## src/hpb_cfg.svh

```systemverilog
// Constants for the host port buffer access block
// How it works
// - Host address selects one endpoint buffer
// - Host picks DMA request or interrupt notification
// - DMA request asserts while a buffer is ready and not acknowledged
// - Interrupt raised on buffer status change to ready
// - Synchronous transfers: 33 MHz, 16-bit data
// - Masked status sources never raise interrupt
// - Port runs as cellular RAM, SRAM, NAND, serial
// - Status reports address of buffer ready to read
`ifndef HPB_CFG_SVH
`define HPB_CFG_SVH

`define DATA_W          16
`define ADDR_W          8
`define FIFO_DEPTH      32
`define SRC_N           2
`define HOST_SYNC_MHZ   33

// Word addresses seen by the host
`define EP_OUT_ADDR     8'h00
`define EP_IN_ADDR      8'h01
`define CFG_ADDR        8'h10
`define STAT_ADDR       8'h11
`define RDY_ADDR        8'h12
`define NO_BUF_ADDR     8'hff

// Status source positions, config and status fields
`define SRC_OUT_ROOM    0
`define SRC_IN_DATA     1
`define CFG_IRQ_BIT     0
`define CFG_MASK_LSB    4
`define STAT_EV_LSB     2
`define CFG_RST         16'h0000

// Bus style codes on the strap input
`define MODE_MUX_SYNC   3'h0
`define MODE_MUX_ASYNC  3'h1
`define MODE_CRAM_SYNC  3'h2
`define MODE_CRAM_ASYNC 3'h3
`define MODE_SRAM       3'h4
`define MODE_NAND       3'h5
`define MODE_SERIAL     3'h6

// Serial frame: 8 header bits (read flag, 7-bit address), 16 data bits
`define SER_HDR_LAST    4'h7
`define SER_DATA_LAST   4'hf
`define SER_ADDR_PAD    1'h0

`endif

```

## src/hpb_pkg.sv

```systemverilog
// Types shared by the host port buffer access block
`include "hpb_cfg.svh"
package hpb_pkg;

	typedef enum logic [6:0] {
		BM_MUX_SYNC   = 7'h01,
		BM_MUX_ASYNC  = 7'h02,
		BM_CRAM_SYNC  = 7'h04,
		BM_CRAM_ASYNC = 7'h08,
		BM_SRAM       = 7'h10,
		BM_NAND       = 7'h20,
		BM_SERIAL     = 7'h40
	} bus_mode_e;

	typedef enum logic [2:0] {
		SER_IDLE = 3'h1,
		SER_HDR  = 3'h2,
		SER_DATA = 3'h4
	} ser_state_e;

	typedef struct packed {
		logic [`DATA_W-1:0] data;
	} word_s;

	typedef struct packed {
		logic hclk;
		logic we;
		logic oe;
	} pins_s;

	typedef struct packed {
		ser_state_e         st;
		logic [3:0]         cnt;
		logic [`DATA_W-1:0] sh;
		logic               rd;
		logic [`ADDR_W-1:0] addr;
	} ser_s;

endpackage
```

## src/hpb_fifo.sv

```systemverilog
// Parameterised word FIFO with valid/ready on both sides
module hpb_fifo #(
	parameter int W = 16,
	parameter int D = 32
) (
	input  wire logic         clk_in,
	input  wire logic         rst_in,
	input  wire logic         in_valid_in,
	input  wire logic [W-1:0] in_data_in,
	output logic              in_ready_out,
	output logic              out_valid_out,
	output logic [W-1:0]      out_data_out,
	input  wire logic         out_ready_in
);
	localparam int AW = (D > 1) ? $clog2(D) : 1;
	localparam logic [AW-1:0] LAST = AW'(D - 1);
	localparam logic [AW:0]   FULL = (AW + 1)'(D);

	logic [W-1:0]  mem [D];
	logic [AW-1:0] wr_r, wr_nxt, rd_r, rd_nxt;
	logic [AW:0]   cnt_r, cnt_nxt;
	logic          push, pop;

	assign in_ready_out  = (cnt_r != FULL);
	assign out_valid_out = (cnt_r != '0);
	assign out_data_out  = mem[rd_r];
	assign push          = in_valid_in && in_ready_out;
	assign pop           = out_ready_in && out_valid_out;

	always_comb begin
		wr_nxt  = wr_r;
		rd_nxt  = rd_r;
		cnt_nxt = cnt_r;
		if (push) begin
			wr_nxt = (wr_r == LAST) ? '0 : wr_r + 1'b1;
		end
		if (pop) begin
			rd_nxt = (rd_r == LAST) ? '0 : rd_r + 1'b1;
		end
		if (push && !pop) begin
			cnt_nxt = cnt_r + 1'b1;
		end else if (pop && !push) begin
			cnt_nxt = cnt_r - 1'b1;
		end
	end

	always_ff @(posedge clk_in) begin
		if (rst_in) begin
			wr_r  <= '0;
			rd_r  <= '0;
			cnt_r <= '0;
		end else begin
			wr_r  <= wr_nxt;
			rd_r  <= rd_nxt;
			cnt_r <= cnt_nxt;
		end
	end

	always_ff @(posedge clk_in) begin
		if (push) begin
			mem[wr_r] <= in_data_in;
		end
	end
endmodule

```

## src/hpb_host_port.sv

```systemverilog
// Host memory port: bus decode, endpoint buffers, config and status
`include "hpb_cfg.svh"
module hpb_host_port
	import hpb_pkg::*;
(
	input  wire logic              CLK_IN,
	input  wire logic              RST_IN,
	input  wire logic [2:0]        MODE_IN,
	input  wire logic              HCLK_IN,
	input  wire logic              CE_N_IN,
	input  wire logic              WE_N_IN,
	input  wire logic              OE_N_IN,
	input  wire logic              ADV_N_IN,
	input  wire logic [`ADDR_W-1:0] A_IN,
	input  wire logic [`DATA_W-1:0] DQ_IN,
	output logic      [`DATA_W-1:0] DQ_OUT,
	output logic      [`DATA_W-1:0] DQ_OE_OUT,
	output logic                   INT_N_OUT,
	output logic                   DRQ_N_OUT,
	input  wire logic              DACK_N_IN,
	output word_s                  RX_OUT,
	output logic                   RX_VALID_OUT,
	input  wire logic              RX_READY_IN,
	input  wire word_s             TX_IN,
	input  wire logic              TX_VALID_IN,
	output logic                   TX_READY_OUT
);
	bus_mode_e          mode_r, mode_nxt;
	pins_s              pin_r, pin_nxt;
	ser_s               ser_r, ser_nxt;
	logic [`ADDR_W-1:0] addr_r, addr_nxt;
	logic [`DATA_W-1:0] cfg_r, cfg_nxt;
	logic [`DATA_W-1:0] rdata_r, rdata_nxt;
	logic [`SRC_N-1:0]  ev_r, ev_nxt, rdy_r, rdy, clr, mask;
	logic               irq_r, irq_nxt, drq_r, drq_nxt;

	logic ce, we, oe, adv, cle, hclk_rise, hclk_fall;
	logic sync_m, mux_m, nand_m, ser_m;
	logic par_wr, par_rd, acc_wr, acc_rd;
	logic [`ADDR_W-1:0] acc_addr;
	logic [`DATA_W-1:0] acc_wdata, rd_val;
	logic ser_edge, ser_hdr_done, ser_data_done, ser_wr, ser_rd;
	logic [`ADDR_W-1:0] ser_hdr;
	logic rx_in_ready, tx_out_valid, rx_push, tx_pop;
	word_s tx_head;

	// Strap is taken while reset is held, then frozen
	always_comb begin
		mode_nxt = mode_r;
		if (RST_IN) begin
			unique case (MODE_IN)
				`MODE_MUX_SYNC:   mode_nxt = BM_MUX_SYNC;
				`MODE_MUX_ASYNC:  mode_nxt = BM_MUX_ASYNC;
				`MODE_CRAM_SYNC:  mode_nxt = BM_CRAM_SYNC;
				`MODE_CRAM_ASYNC: mode_nxt = BM_CRAM_ASYNC;
				`MODE_SRAM:       mode_nxt = BM_SRAM;
				`MODE_NAND:       mode_nxt = BM_NAND;
				`MODE_SERIAL:     mode_nxt = BM_SERIAL;
				default:          mode_nxt = BM_CRAM_ASYNC;
			endcase
		end
	end

	always_ff @(posedge CLK_IN) begin
		mode_r <= mode_nxt;
	end

	assign ce     = !CE_N_IN;
	assign we     = !WE_N_IN;
	assign oe     = !OE_N_IN;
	assign adv    = !ADV_N_IN;
	assign cle    = A_IN[0];
	assign sync_m = (mode_r == BM_MUX_SYNC) || (mode_r == BM_CRAM_SYNC);
	assign mux_m  = (mode_r == BM_MUX_SYNC) || (mode_r == BM_MUX_ASYNC);
	assign nand_m = (mode_r == BM_NAND);
	assign ser_m  = (mode_r == BM_SERIAL);
	assign hclk_rise = HCLK_IN && !pin_r.hclk;
	assign hclk_fall = !HCLK_IN && pin_r.hclk;

	// Parallel styles synchronous ones move one 16-bit word per
	// rising host clock edge
	always_comb begin
		par_wr = 1'b0;
		par_rd = 1'b0;
		if (sync_m) begin
			par_wr = hclk_rise && ce && !adv && we;
			par_rd = hclk_rise && ce && !adv && oe && !we;
		end else if (!ser_m) begin
			par_wr = ce && we && !pin_r.we && !adv && !(nand_m && cle);
			par_rd = ce && oe && !pin_r.oe && !adv;
		end
	end

	// Muxed styles latch the address off DQ; the NAND style takes it
	// from command or address cycles
	always_comb begin
		addr_nxt = addr_r;
		if (mux_m && ce && adv) begin
			addr_nxt = DQ_IN[`ADDR_W-1:0];
		end else if (nand_m && ce && we && !pin_r.we && (cle || adv)) begin
			addr_nxt = DQ_IN[`ADDR_W-1:0];
		end
	end

	// Serial slave: SCK on HCLK, select on CE, SDI on DQ0, SDO on DQ1
	assign ser_edge      = ser_m && ce && hclk_rise;
	assign ser_hdr       = {ser_r.sh[`ADDR_W-2:0], DQ_IN[0]};
	assign ser_hdr_done  = ser_edge && (ser_r.st == SER_HDR) &&
	                       (ser_r.cnt == `SER_HDR_LAST);
	assign ser_data_done = ser_edge && (ser_r.st == SER_DATA) &&
	                       (ser_r.cnt == `SER_DATA_LAST);
	assign ser_rd        = ser_hdr_done && ser_hdr[`ADDR_W-1];
	assign ser_wr        = ser_data_done && !ser_r.rd;

	always_comb begin
		ser_nxt = ser_r;
		unique case (ser_r.st)
			SER_IDLE: begin
				if (ser_m && ce) begin
					ser_nxt.st  = SER_HDR;
					ser_nxt.cnt = '0;
				end
			end
			SER_HDR: begin
				if (ser_edge) begin
					ser_nxt.sh  = {ser_r.sh[`DATA_W-2:0], DQ_IN[0]};
					ser_nxt.cnt = ser_r.cnt + 1'b1;
				end
				if (ser_hdr_done) begin
					ser_nxt.st   = SER_DATA;
					ser_nxt.cnt  = '0;
					ser_nxt.rd   = ser_hdr[`ADDR_W-1];
					ser_nxt.addr = {`SER_ADDR_PAD, ser_hdr[`ADDR_W-2:0]};
					if (ser_rd) begin
						ser_nxt.sh = rd_val;
					end
				end
			end
			SER_DATA: begin
				if (ser_edge) begin
					ser_nxt.cnt = ser_r.cnt + 1'b1;
					if (!ser_r.rd) begin
						ser_nxt.sh = {ser_r.sh[`DATA_W-2:0], DQ_IN[0]};
					end
				end else if (hclk_fall && ce && ser_r.rd) begin
					ser_nxt.sh = {ser_r.sh[`DATA_W-2:0], 1'b0};
				end
				if (ser_data_done) begin
					ser_nxt.st  = SER_HDR;
					ser_nxt.cnt = '0;
				end
			end
		endcase
		if (!ser_m || !ce) begin
			ser_nxt.st  = SER_IDLE;
			ser_nxt.cnt = '0;
		end
	end

	assign acc_wr    = ser_m ? ser_wr : par_wr;
	assign acc_rd    = ser_m ? ser_rd : par_rd;
	assign acc_addr  = ser_m ? (ser_rd ? {`SER_ADDR_PAD,
	                   ser_hdr[`ADDR_W-2:0]} : ser_r.addr) :
	                   ((mux_m || nand_m) ? addr_r : A_IN);
	assign acc_wdata = ser_m ? {ser_r.sh[`DATA_W-2:0], DQ_IN[0]} : DQ_IN;

	// Host address decode onto the two endpoint buffers
	assign rx_push = acc_wr && (acc_addr == `EP_OUT_ADDR);
	assign tx_pop  = acc_rd && (acc_addr == `EP_IN_ADDR);

	// Readiness levels fall only when the host fills or drains
	assign rdy[`SRC_OUT_ROOM] = rx_in_ready;
	assign rdy[`SRC_IN_DATA]  = tx_out_valid;
	assign mask = cfg_r[`CFG_MASK_LSB +: `SRC_N];
	assign clr  = (acc_wr && acc_addr == `STAT_ADDR) ?
	              acc_wdata[`STAT_EV_LSB +: `SRC_N] : '0;

	always_comb begin
		unique case (acc_addr)
			`EP_IN_ADDR: rd_val = tx_out_valid ? tx_head.data : '0;
			`CFG_ADDR:   rd_val = cfg_r;
			`STAT_ADDR:  rd_val = {{(`DATA_W-2*`SRC_N){1'b0}}, ev_r, rdy};
			`RDY_ADDR:   rd_val = {{(`DATA_W-`ADDR_W){1'b0}},
			                      tx_out_valid ? `EP_IN_ADDR : `NO_BUF_ADDR};
			default:     rd_val = '0;
		endcase
	end

	always_comb begin
		pin_nxt   = '{hclk: HCLK_IN, we: we, oe: oe};
		cfg_nxt   = (acc_wr && acc_addr == `CFG_ADDR) ? acc_wdata : cfg_r;
		rdata_nxt = (acc_rd && !ser_m) ? rd_val : rdata_r;
		// A change landing with its clear stays set
		ev_nxt    = (ev_r & ~clr) | (rdy & ~rdy_r);
		irq_nxt   = cfg_r[`CFG_IRQ_BIT] && |(ev_nxt & ~mask);
		drq_nxt   = !cfg_r[`CFG_IRQ_BIT] && |rdy && DACK_N_IN;
	end

	always_ff @(posedge CLK_IN) begin
		if (RST_IN) begin
			pin_r   <= '0;
			ser_r   <= '{st: SER_IDLE, cnt: '0, sh: '0, rd: 1'b0, addr: '0};
			addr_r  <= '0;
			cfg_r   <= `CFG_RST;
			rdata_r <= '0;
			ev_r    <= '0;
			rdy_r   <= '0;
			irq_r   <= 1'b0;
			drq_r   <= 1'b0;
		end else begin
			pin_r   <= pin_nxt;
			ser_r   <= ser_nxt;
			addr_r  <= addr_nxt;
			cfg_r   <= cfg_nxt;
			rdata_r <= rdata_nxt;
			ev_r    <= ev_nxt;
			rdy_r   <= rdy;
			irq_r   <= irq_nxt;
			drq_r   <= drq_nxt;
		end
	end

	// A write into a full buffer is dropped; software must poll first
	hpb_fifo #(.W(`DATA_W), .D(`FIFO_DEPTH)) rx_fifo (
		.clk_in        (CLK_IN),
		.rst_in        (RST_IN),
		.in_valid_in   (rx_push),
		.in_data_in    (acc_wdata),
		.in_ready_out  (rx_in_ready),
		.out_valid_out (RX_VALID_OUT),
		.out_data_out  (RX_OUT.data),
		.out_ready_in  (RX_READY_IN)
	);

	hpb_fifo #(.W(`DATA_W), .D(`FIFO_DEPTH)) tx_fifo (
		.clk_in        (CLK_IN),
		.rst_in        (RST_IN),
		.in_valid_in   (TX_VALID_IN),
		.in_data_in    (TX_IN.data),
		.in_ready_out  (TX_READY_OUT),
		.out_valid_out (tx_out_valid),
		.out_data_out  (tx_head.data),
		.out_ready_in  (tx_pop)
	);

	assign DQ_OUT    = ser_m ? {{(`DATA_W-2){1'b0}}, ser_r.sh[`DATA_W-1],
	                   1'b0} : rdata_r;
	assign DQ_OE_OUT = ser_m ? {{(`DATA_W-2){1'b0}}, ce, 1'b0} :
	                   {`DATA_W{ce && oe && !we}};
	assign INT_N_OUT = !irq_r;
	assign DRQ_N_OUT = !drq_r;
endmodule

```

## config.mk

```make
export PLATFORM = sky130hd
export DESIGN_NAME = hpb_host_port
export DESIGN_NICKNAME = d
export VERILOG_FILES = /design/src/hpb_pkg.sv /design/src/hpb_fifo.sv /design/src/hpb_host_port.sv
export VERILOG_INCLUDE_DIRS = /design/src
export SDC_FILE = /design/constraint.sdc
export NUM_CORES = 1
export LEC_CHECK = 0
export ABC_AREA = 1
export BUFFER_PORTS_ARGS = -buffer_cell sky130_fd_sc_hd__buf_2
export CORE_MARGIN = 2
export CORE_UTILIZATION = 55
export DETAILED_ROUTE_END_ITERATION = 8
export GPL_ROUTABILITY_DRIVEN = 0
export PLACE_DENSITY = 0.72
export SLEW_MARGIN = 20
export SYNTH_ARGS = -nofsm -noshare
export SYNTH_HDL_FRONTEND = slang
export SYNTH_HIERARCHICAL = 1
export SYNTH_SLANG_ARGS = --single-unit
```

## constraint.sdc

```tcl
create_clock -name CLK_IN -period 3.9 [get_ports CLK_IN]
set_clock_uncertainty 0.15 [all_clocks]
set_input_delay 0 -clock CLK_IN [delete_from_list [all_inputs] [get_ports CLK_IN]]
set_output_delay 0 -clock CLK_IN [all_outputs]
set_load 0.03 [all_outputs]
```

# Word-level counts from Yosys, hierarchy flattened
# Memory sizes are Yosys's and may differ from the RTL's. A register that Yosys moved wholly into a read port is not among the register bits.
# Index checks and enable logic that the tools add are counted.
# op_classes
n_addsub	9
eq_ne	32
n_mux	44
bitwise	7
n_reduce_logical	86
# ops
op	count
16-bit two-way mux	8
16-bit one-hot mux with 4 select lines	1
1-bit logical AND	48
7-bit one-hot mux with 6 select lines	1
5-bit two-way mux	8
8-bit two-way mux	5
32-bit two-way mux	1
16-bit one-hot mux with 2 select lines	1
8-bit by 5-bit == test with 1-bit output, second input constant	3
6-bit two-way mux	4
7-bit two-way mux	3
7-bit one-hot mux with 3 select lines	1
5-bit by 1-bit adder with 5-bit output, second input constant	4
5-bit == test, second input constant	4
20-bit two-way mux	1
1-bit zero test	18
6-bit by 1-bit adder with 6-bit output, second input constant	2
3-bit == test, second input constant	4
6-bit inequality test, second input constant	2
6-bit nonzero test	2
6-bit by 1-bit subtractor with 6-bit output, second input constant	2
3-bit inequality test, second input constant	3
3-bit AND reduction	3
8-bit by 1-bit == test with 1-bit output, second input constant	1
24 further kinds	48
# word_totals
regBits	119
mem_bits_rw	1024
out_inout_bits	52
wordCells	202
memories	2
# mem_list
memory	words	word_bits	read_ports	rd_ports_with_merged_regs	write_ports	line	text
rx_fifo.mem	32	16	1	1	1	hpb_fifo.sv:19	logic [W-1:0] mem [D];
tx_fifo.mem	32	16	1	1	1	hpb_fifo.sv:19	

# Depth between registers and ports, before layout
# logic_depth
depth_word	17
depth_mapped	28

# Modules after synthesis
# Netlist, hierarchy kept.
# modules_own_cells
mod	instances	cells_each	area_per_inst_um2	seq_area_each_um2
hpb_fifo at tx_fifo	1	1917	22111.2	15795.1
hpb_fifo at rx_fifo	1	1917	22072.4	15795.1
hpb_host_port	1	749	5012.3	1811.7

# Worst setup path after synthesis
# OpenSTA, ideal clock, no wires.
# synth_path
path_type	register to register
start	register mode_r[1]
end	memory rx_fifo.mem[0][0], enable pin
setup_ns	0.409
arrival_time_ns	3.373
setup_slack_ns	-0.032
stages_incl_launch_ff	14
path_cell_list	edfxtp_1 -> nor2_2 -> nand2_2 -> nor2_8 -> nand3_4 -> nor2_1 -> nand3_1 -> o22ai_1 -> buf_2 -> nand3_1 -> nor3_1 -> nand2_1 -> buf_2 -> nor3_1
# synth_via
elab_chain_len	13
word_cells_on_any_way	29
classes_between	eq/ne: 5; mux: 7; reduce/logical: 17
# synth_lines
item	line	text
from (decl)	hpb_host_port.sv:28	bus_mode_e mode_r, mode_nxt;
from (signal assigned)	hpb_host_port.sv:65	mode_r <= mode_nxt;
7-bit == test	hpb_host_port.sv:76	assign ser_m = (mode_r == BM_SERIAL);
1-bit logical AND (2 in series)	hpb_host_port.sv:106	assign ser_edge = ser_m && ce && hclk_rise;
1-bit logical AND (2 in series)	hpb_host_port.sv:108	assign ser_hdr_done = ser_edge && (ser_r.st == SER_HDR) &&
1-bit logical AND	hpb_host_port.sv:112	assign ser_rd = ser_hdr_done && ser_hdr[`ADDR_W-1];
7-bit two-way mux	hpb_host_port.sv:162	assign acc_addr = ser_m ? (ser_rd ? {`SER_ADDR_PAD,
8-bit two-way mux	hpb_host_port.sv:162	
8-bit zero test (no line)	--	
1-bit logical AND (*)	hpb_host_port.sv:168	assign rx_push = acc_wr && (acc_addr == `EP_OUT_ADDR);
net rx_push	hpb_host_port.sv:44	logic rx_in_ready, tx_out_valid, rx_push, tx_pop;
1-bit logical AND (*)	hpb_fifo.sv:27	assign push = in_valid_in && in_ready_out;
1-bit two-way mux (*)	hpb_fifo.sv:60	if (push) begin
1-bit two-way mux (implied by the code) (*)	hpb_fifo.sv:61	mem[wr_r] <= in_data_in;
to (decl)	hpb_fifo.sv:19	
# The timed path passes the listed nets; every way through them passes the cells marked *.

# Worst setup path in the final report
# layout_path
start	register mode_r[0]
end	register rx_fifo.cnt_r[4]
# layout_via
elab_chain_len	14
word_cells_on_any_way	32
classes_between	eq/ne: 5; mux: 6; reduce/logical: 21
# layout_lines
item	line	text
7-bit == test	hpb_host_port.sv:76	
1-bit logical AND (2 in series)	hpb_host_port.sv:106	
1-bit logical AND (2 in series)	hpb_host_port.sv:108	
1-bit logical AND	hpb_host_port.sv:112	
7-bit two-way mux	hpb_host_port.sv:162	
8-bit two-way mux	hpb_host_port.sv:162	
8-bit zero test (no line)	--	
1-bit logical AND (*)	hpb_host_port.sv:168	
net rx_push	hpb_host_port.sv:44	
1-bit logical AND (*)	hpb_fifo.sv:27	
net rx_fifo.push	hpb_fifo.sv:22	logic push, pop;
1-bit zero test	hpb_fifo.sv:42	end else if (pop && !push) begin
1-bit logical AND	hpb_fifo.sv:42	
2-bit nonzero test (no line)	--	
to (signal assigned)	hpb_fifo.sv:55	cnt_r <= cnt_nxt;
to (decl)	hpb_fifo.sv:21	logic [AW:0] cnt_r, cnt_nxt;
# Marked as above.
# A chain may end at the register's enable or synchronous reset.

==> flow_metrics.env <==
export IMPL_outcome="finished clean"
export IMPL_grt_max_degree=145
export IMPL_cts_tree="done"
export IMPL_wirelength_um=126000
export IMPL_max_slew_margin_pct=27.7
export IMPL_via_count=34800
export IMPL_io_buffers=104
export IMPL_path_max_fanout=14
export IMPL_overflow=0
export IMPL_drv_cap=0
export IMPL_topRoutingLayerUsed="met5"
export IMPL_slew_violations=0
export IMPL_fin_cells=6025
export IMPL_grt_pass1_wl_um=192000
export IMPL_chipWidth_um=303
export IMPL_clk_root_buffer_cell="clkbuf_16"
export IMPL_finalCriticalPeriod_ns=3.86
export IMPL_power_density_nw_per_um2=502
export IMPL_layout_commonest_cell="nand2_1"
export IMPL_antenna_found_initial=2
export IMPL_yosys_register_bits=1153
export IMPL_synth_net_count=4665
export IMPL_htree_num_levels=3
export IMPL_ant_nets=0
export IMPL_met1Wirelength_um=50000
export IMPL_total_power_mw=28.0
export IMPL_netlist_area_um2=49200
export IMPL_grt_setup_unrepaired="true"
export IMPL_p_clk_share_pct=38.8
export IMPL_whs_ns=0.0777
export IMPL_drt_initial_drc_count=4169
export IMPL_wl_per_cell_um=21.0
export IMPL_clk_pin_slew_ns=0.06
export IMPL_place_hpwl_um=74200
export IMPL_synth_cell_types=46
export IMPL_power_frac_comb_pct=12.3
export IMPL_clock_latency_ns=0.70
export IMPL_final_cell_mix="nand2_1, edfxtp_1, nand3_1"
export IMPL_post_place_ws_ns=-0.0512
export IMPL_cts_path_max_buffers=3
export IMPL_grt_pass1_vias=33300
export IMPL_drt_pass1_iter_count=8
export IMPL_synth_cells=4583
export IMPL_num_rows=109
export IMPL_setup_viol=0
export IMPL_fin_area_um2=55700
export IMPL_end_kind="flop"
export IMPL_drc_errors=0
export IMPL_vias_per_cell=5.78
export IMPL_ir_drop_mv=0.436
export IMPL_fin_util_pct=62.9
export IMPL_grt_util_all_layers_pct=27.4
export IMPL_worstPathArrival_ns=4.30
export IMPL_start_kind="flop"
export IMPL_yosysSeqAreaShare_pct=67.9
export IMPL_place_area_um2=51100
export IMPL_final_hold_violation_count=0
export IMPL_switchingPower_mw=7.16
export IMPL_final_nets=4843
export IMPL_crit_type="reg -> reg"
export IMPL_dp_cells=5727
export IMPL_ys_warn_count=6
export IMPL_io_pins=105
export IMPL_tns_ns=0
export IMPL_dieArea_um2=91900
export IMPL_p_int_mw=20.8
export IMPL_p_leak_nw=20.9
export IMPL_cts_sinks=1153
export IMPL_setup_ws_ns=0.0399
export IMPL_crit_required_ns=4.34
export IMPL_p_seq_share_pct=48.9
export IMPL_max_freq_mhz=259
export IMPL_fin_crit_sh_pct=99.0
export IMPL_p_sw_share_pct=25.6
export IMPL_syn_area_per_cell_um2=10.7
export IMPL_area_growth_pct=13.2
export IMPL_die_h_um=303
export IMPL_worstMarginPinSlew_ns=1.08
export IMPL_drive_gt1_share_pct=11.7
export IMPL_initial_core_util_pct=55.6
export IMPL_cts_buffers=112
export IMPL_core_um2=88500
export IMPL_hp_class="in -> reg"
export IMPL_route_met3_wl_um=11200
export IMPL_met2_length_um=59300
## routing by layer
metal,vias to the layer above,GRT usage (%)
met1,16600,37.5
li1,16200,-
met5,-,0
met2,1736,43.5
met3,339,4.26
met4,2,12.5
## final cells by class
type	count	area, um2
clock inverters	63	651
clock buffers	149	3040
repair buffers	340	2680
multi-input cells	2987	13800
diodes	1	2.50
fillers	6631	32800
well taps	1165	1460
inverters	167	644
flip-flops and latches	1153	33400
## kinds of logic (layout without fill, tap and decap cells)
logic type	after synthesis	in the layout	share of synthesized area, %
other	0	1	0
AND/OR/NAND/NOR	2693	2693	23.4
flip-flops	1153	1153	67.9
XOR/XNOR	11	11	0.196
AO/OA/AOI/OAI	254	254	2.69
buffers and inverters	443	719	5.02
adder cells (fa/ha/maj)	29	29	0.768
## power groups by stage
stage                     Combinational (mW)  Sequential (mW)  Clock, mW
after floorplan                         2.37             13.9          0
after global placement                  3.20             13.9          0
after detailed placement                3.27             13.9          0
after CTS                               3.34             13.7       11.0
after global routing                    3.77             13.7       11.4
final                                   3.44             13.7       10.8
## worst paths after layout
path                    from                to  slack [ns]  cells past startpoint
setup / recovery   mode_r[0]  rx_fifo/cnt_r[4]        0.04                     20
hold / removal    MODE_IN[1]         mode_r[3]        0.08                      4
setup reg to reg   mode_r[0]  rx_fifo/cnt_r[4]        0.04                     20
hold reg to reg    cfg_r[11]         cfg_r[11]        0.32                      2
## worst max-delay path, stage by stage (launching register included)
cell      delay [ns]
edfxtp_1        0.42
nor2_2          0.17
nand2_2         0.12
nor2_8          0.16
nand3_4         0.09
buf_4           0.19
nor2_2          0.12
nand3_2         0.11
o22ai_2         0.21
nand3_1         0.12
nor3_2          0.24
nand2_2         0.11
inv_1           0.12
ha_2            0.24
inv_1           0.18
ha_4            0.28
a21oi_1         0.17
o21ai_1         0.10
xor2_1          0.15
o21ai_0         0.22
inv_1           0.08
## repair_timing
| action | CTS | global route |
|---|---|---|
| hold buffers | 79 | 0 |
| endpoints found under the hold margin | 992 | 0 |
| pin swaps | 1 | 5 |
| resized for setup | 3 | 17 |
| setup endpoints to repair | 2 | 6 |
| buffers inserted | 3 | 3 |
## synthesized netlist by cell type, drive strengths merged
library cell  number  area share (%)
nand2           1629              12
edfxtp          1031              63
nand3            863             8.9
buf              229             3.4
inv              158             1.2
dfxtp            122             5.0
a21oi            118             1.2
o21ai            114             1.2
nor2              88            0.81
nor3              87            0.89
clkbuf            47            0.36
ha                27            0.69
nand4             16            0.22
clkinv             9           0.069
a31oi              6           0.076
xor2               6            0.11
a211oi             5           0.076
a41oi              5           0.089
or2                5           0.064
xnor2              5           0.089
fa                 2           0.081
nand3b             2           0.031
o211ai             2           0.031
nor3b              1           0.015
nor4               1           0.013
o21a               1           0.015
o21bai             1           0.015
o22ai              1           0.013
o31ai              1           0.015
or3                1           0.013
## flip-flops by register name, summed over array words and instances (netlist names), 6 cells and up, named ones only
name,cells
mode_r,7
tx_fifo/cnt_r,6
rx_fifo/cnt_r,6
rdata_r,16
rx_fifo/mem,512
addr_r,8
cfg_r,16
ser_hdr,7
tx_fifo/mem,512
ser_r,24
No activity file was read; power rests on OpenSTA's default activity.
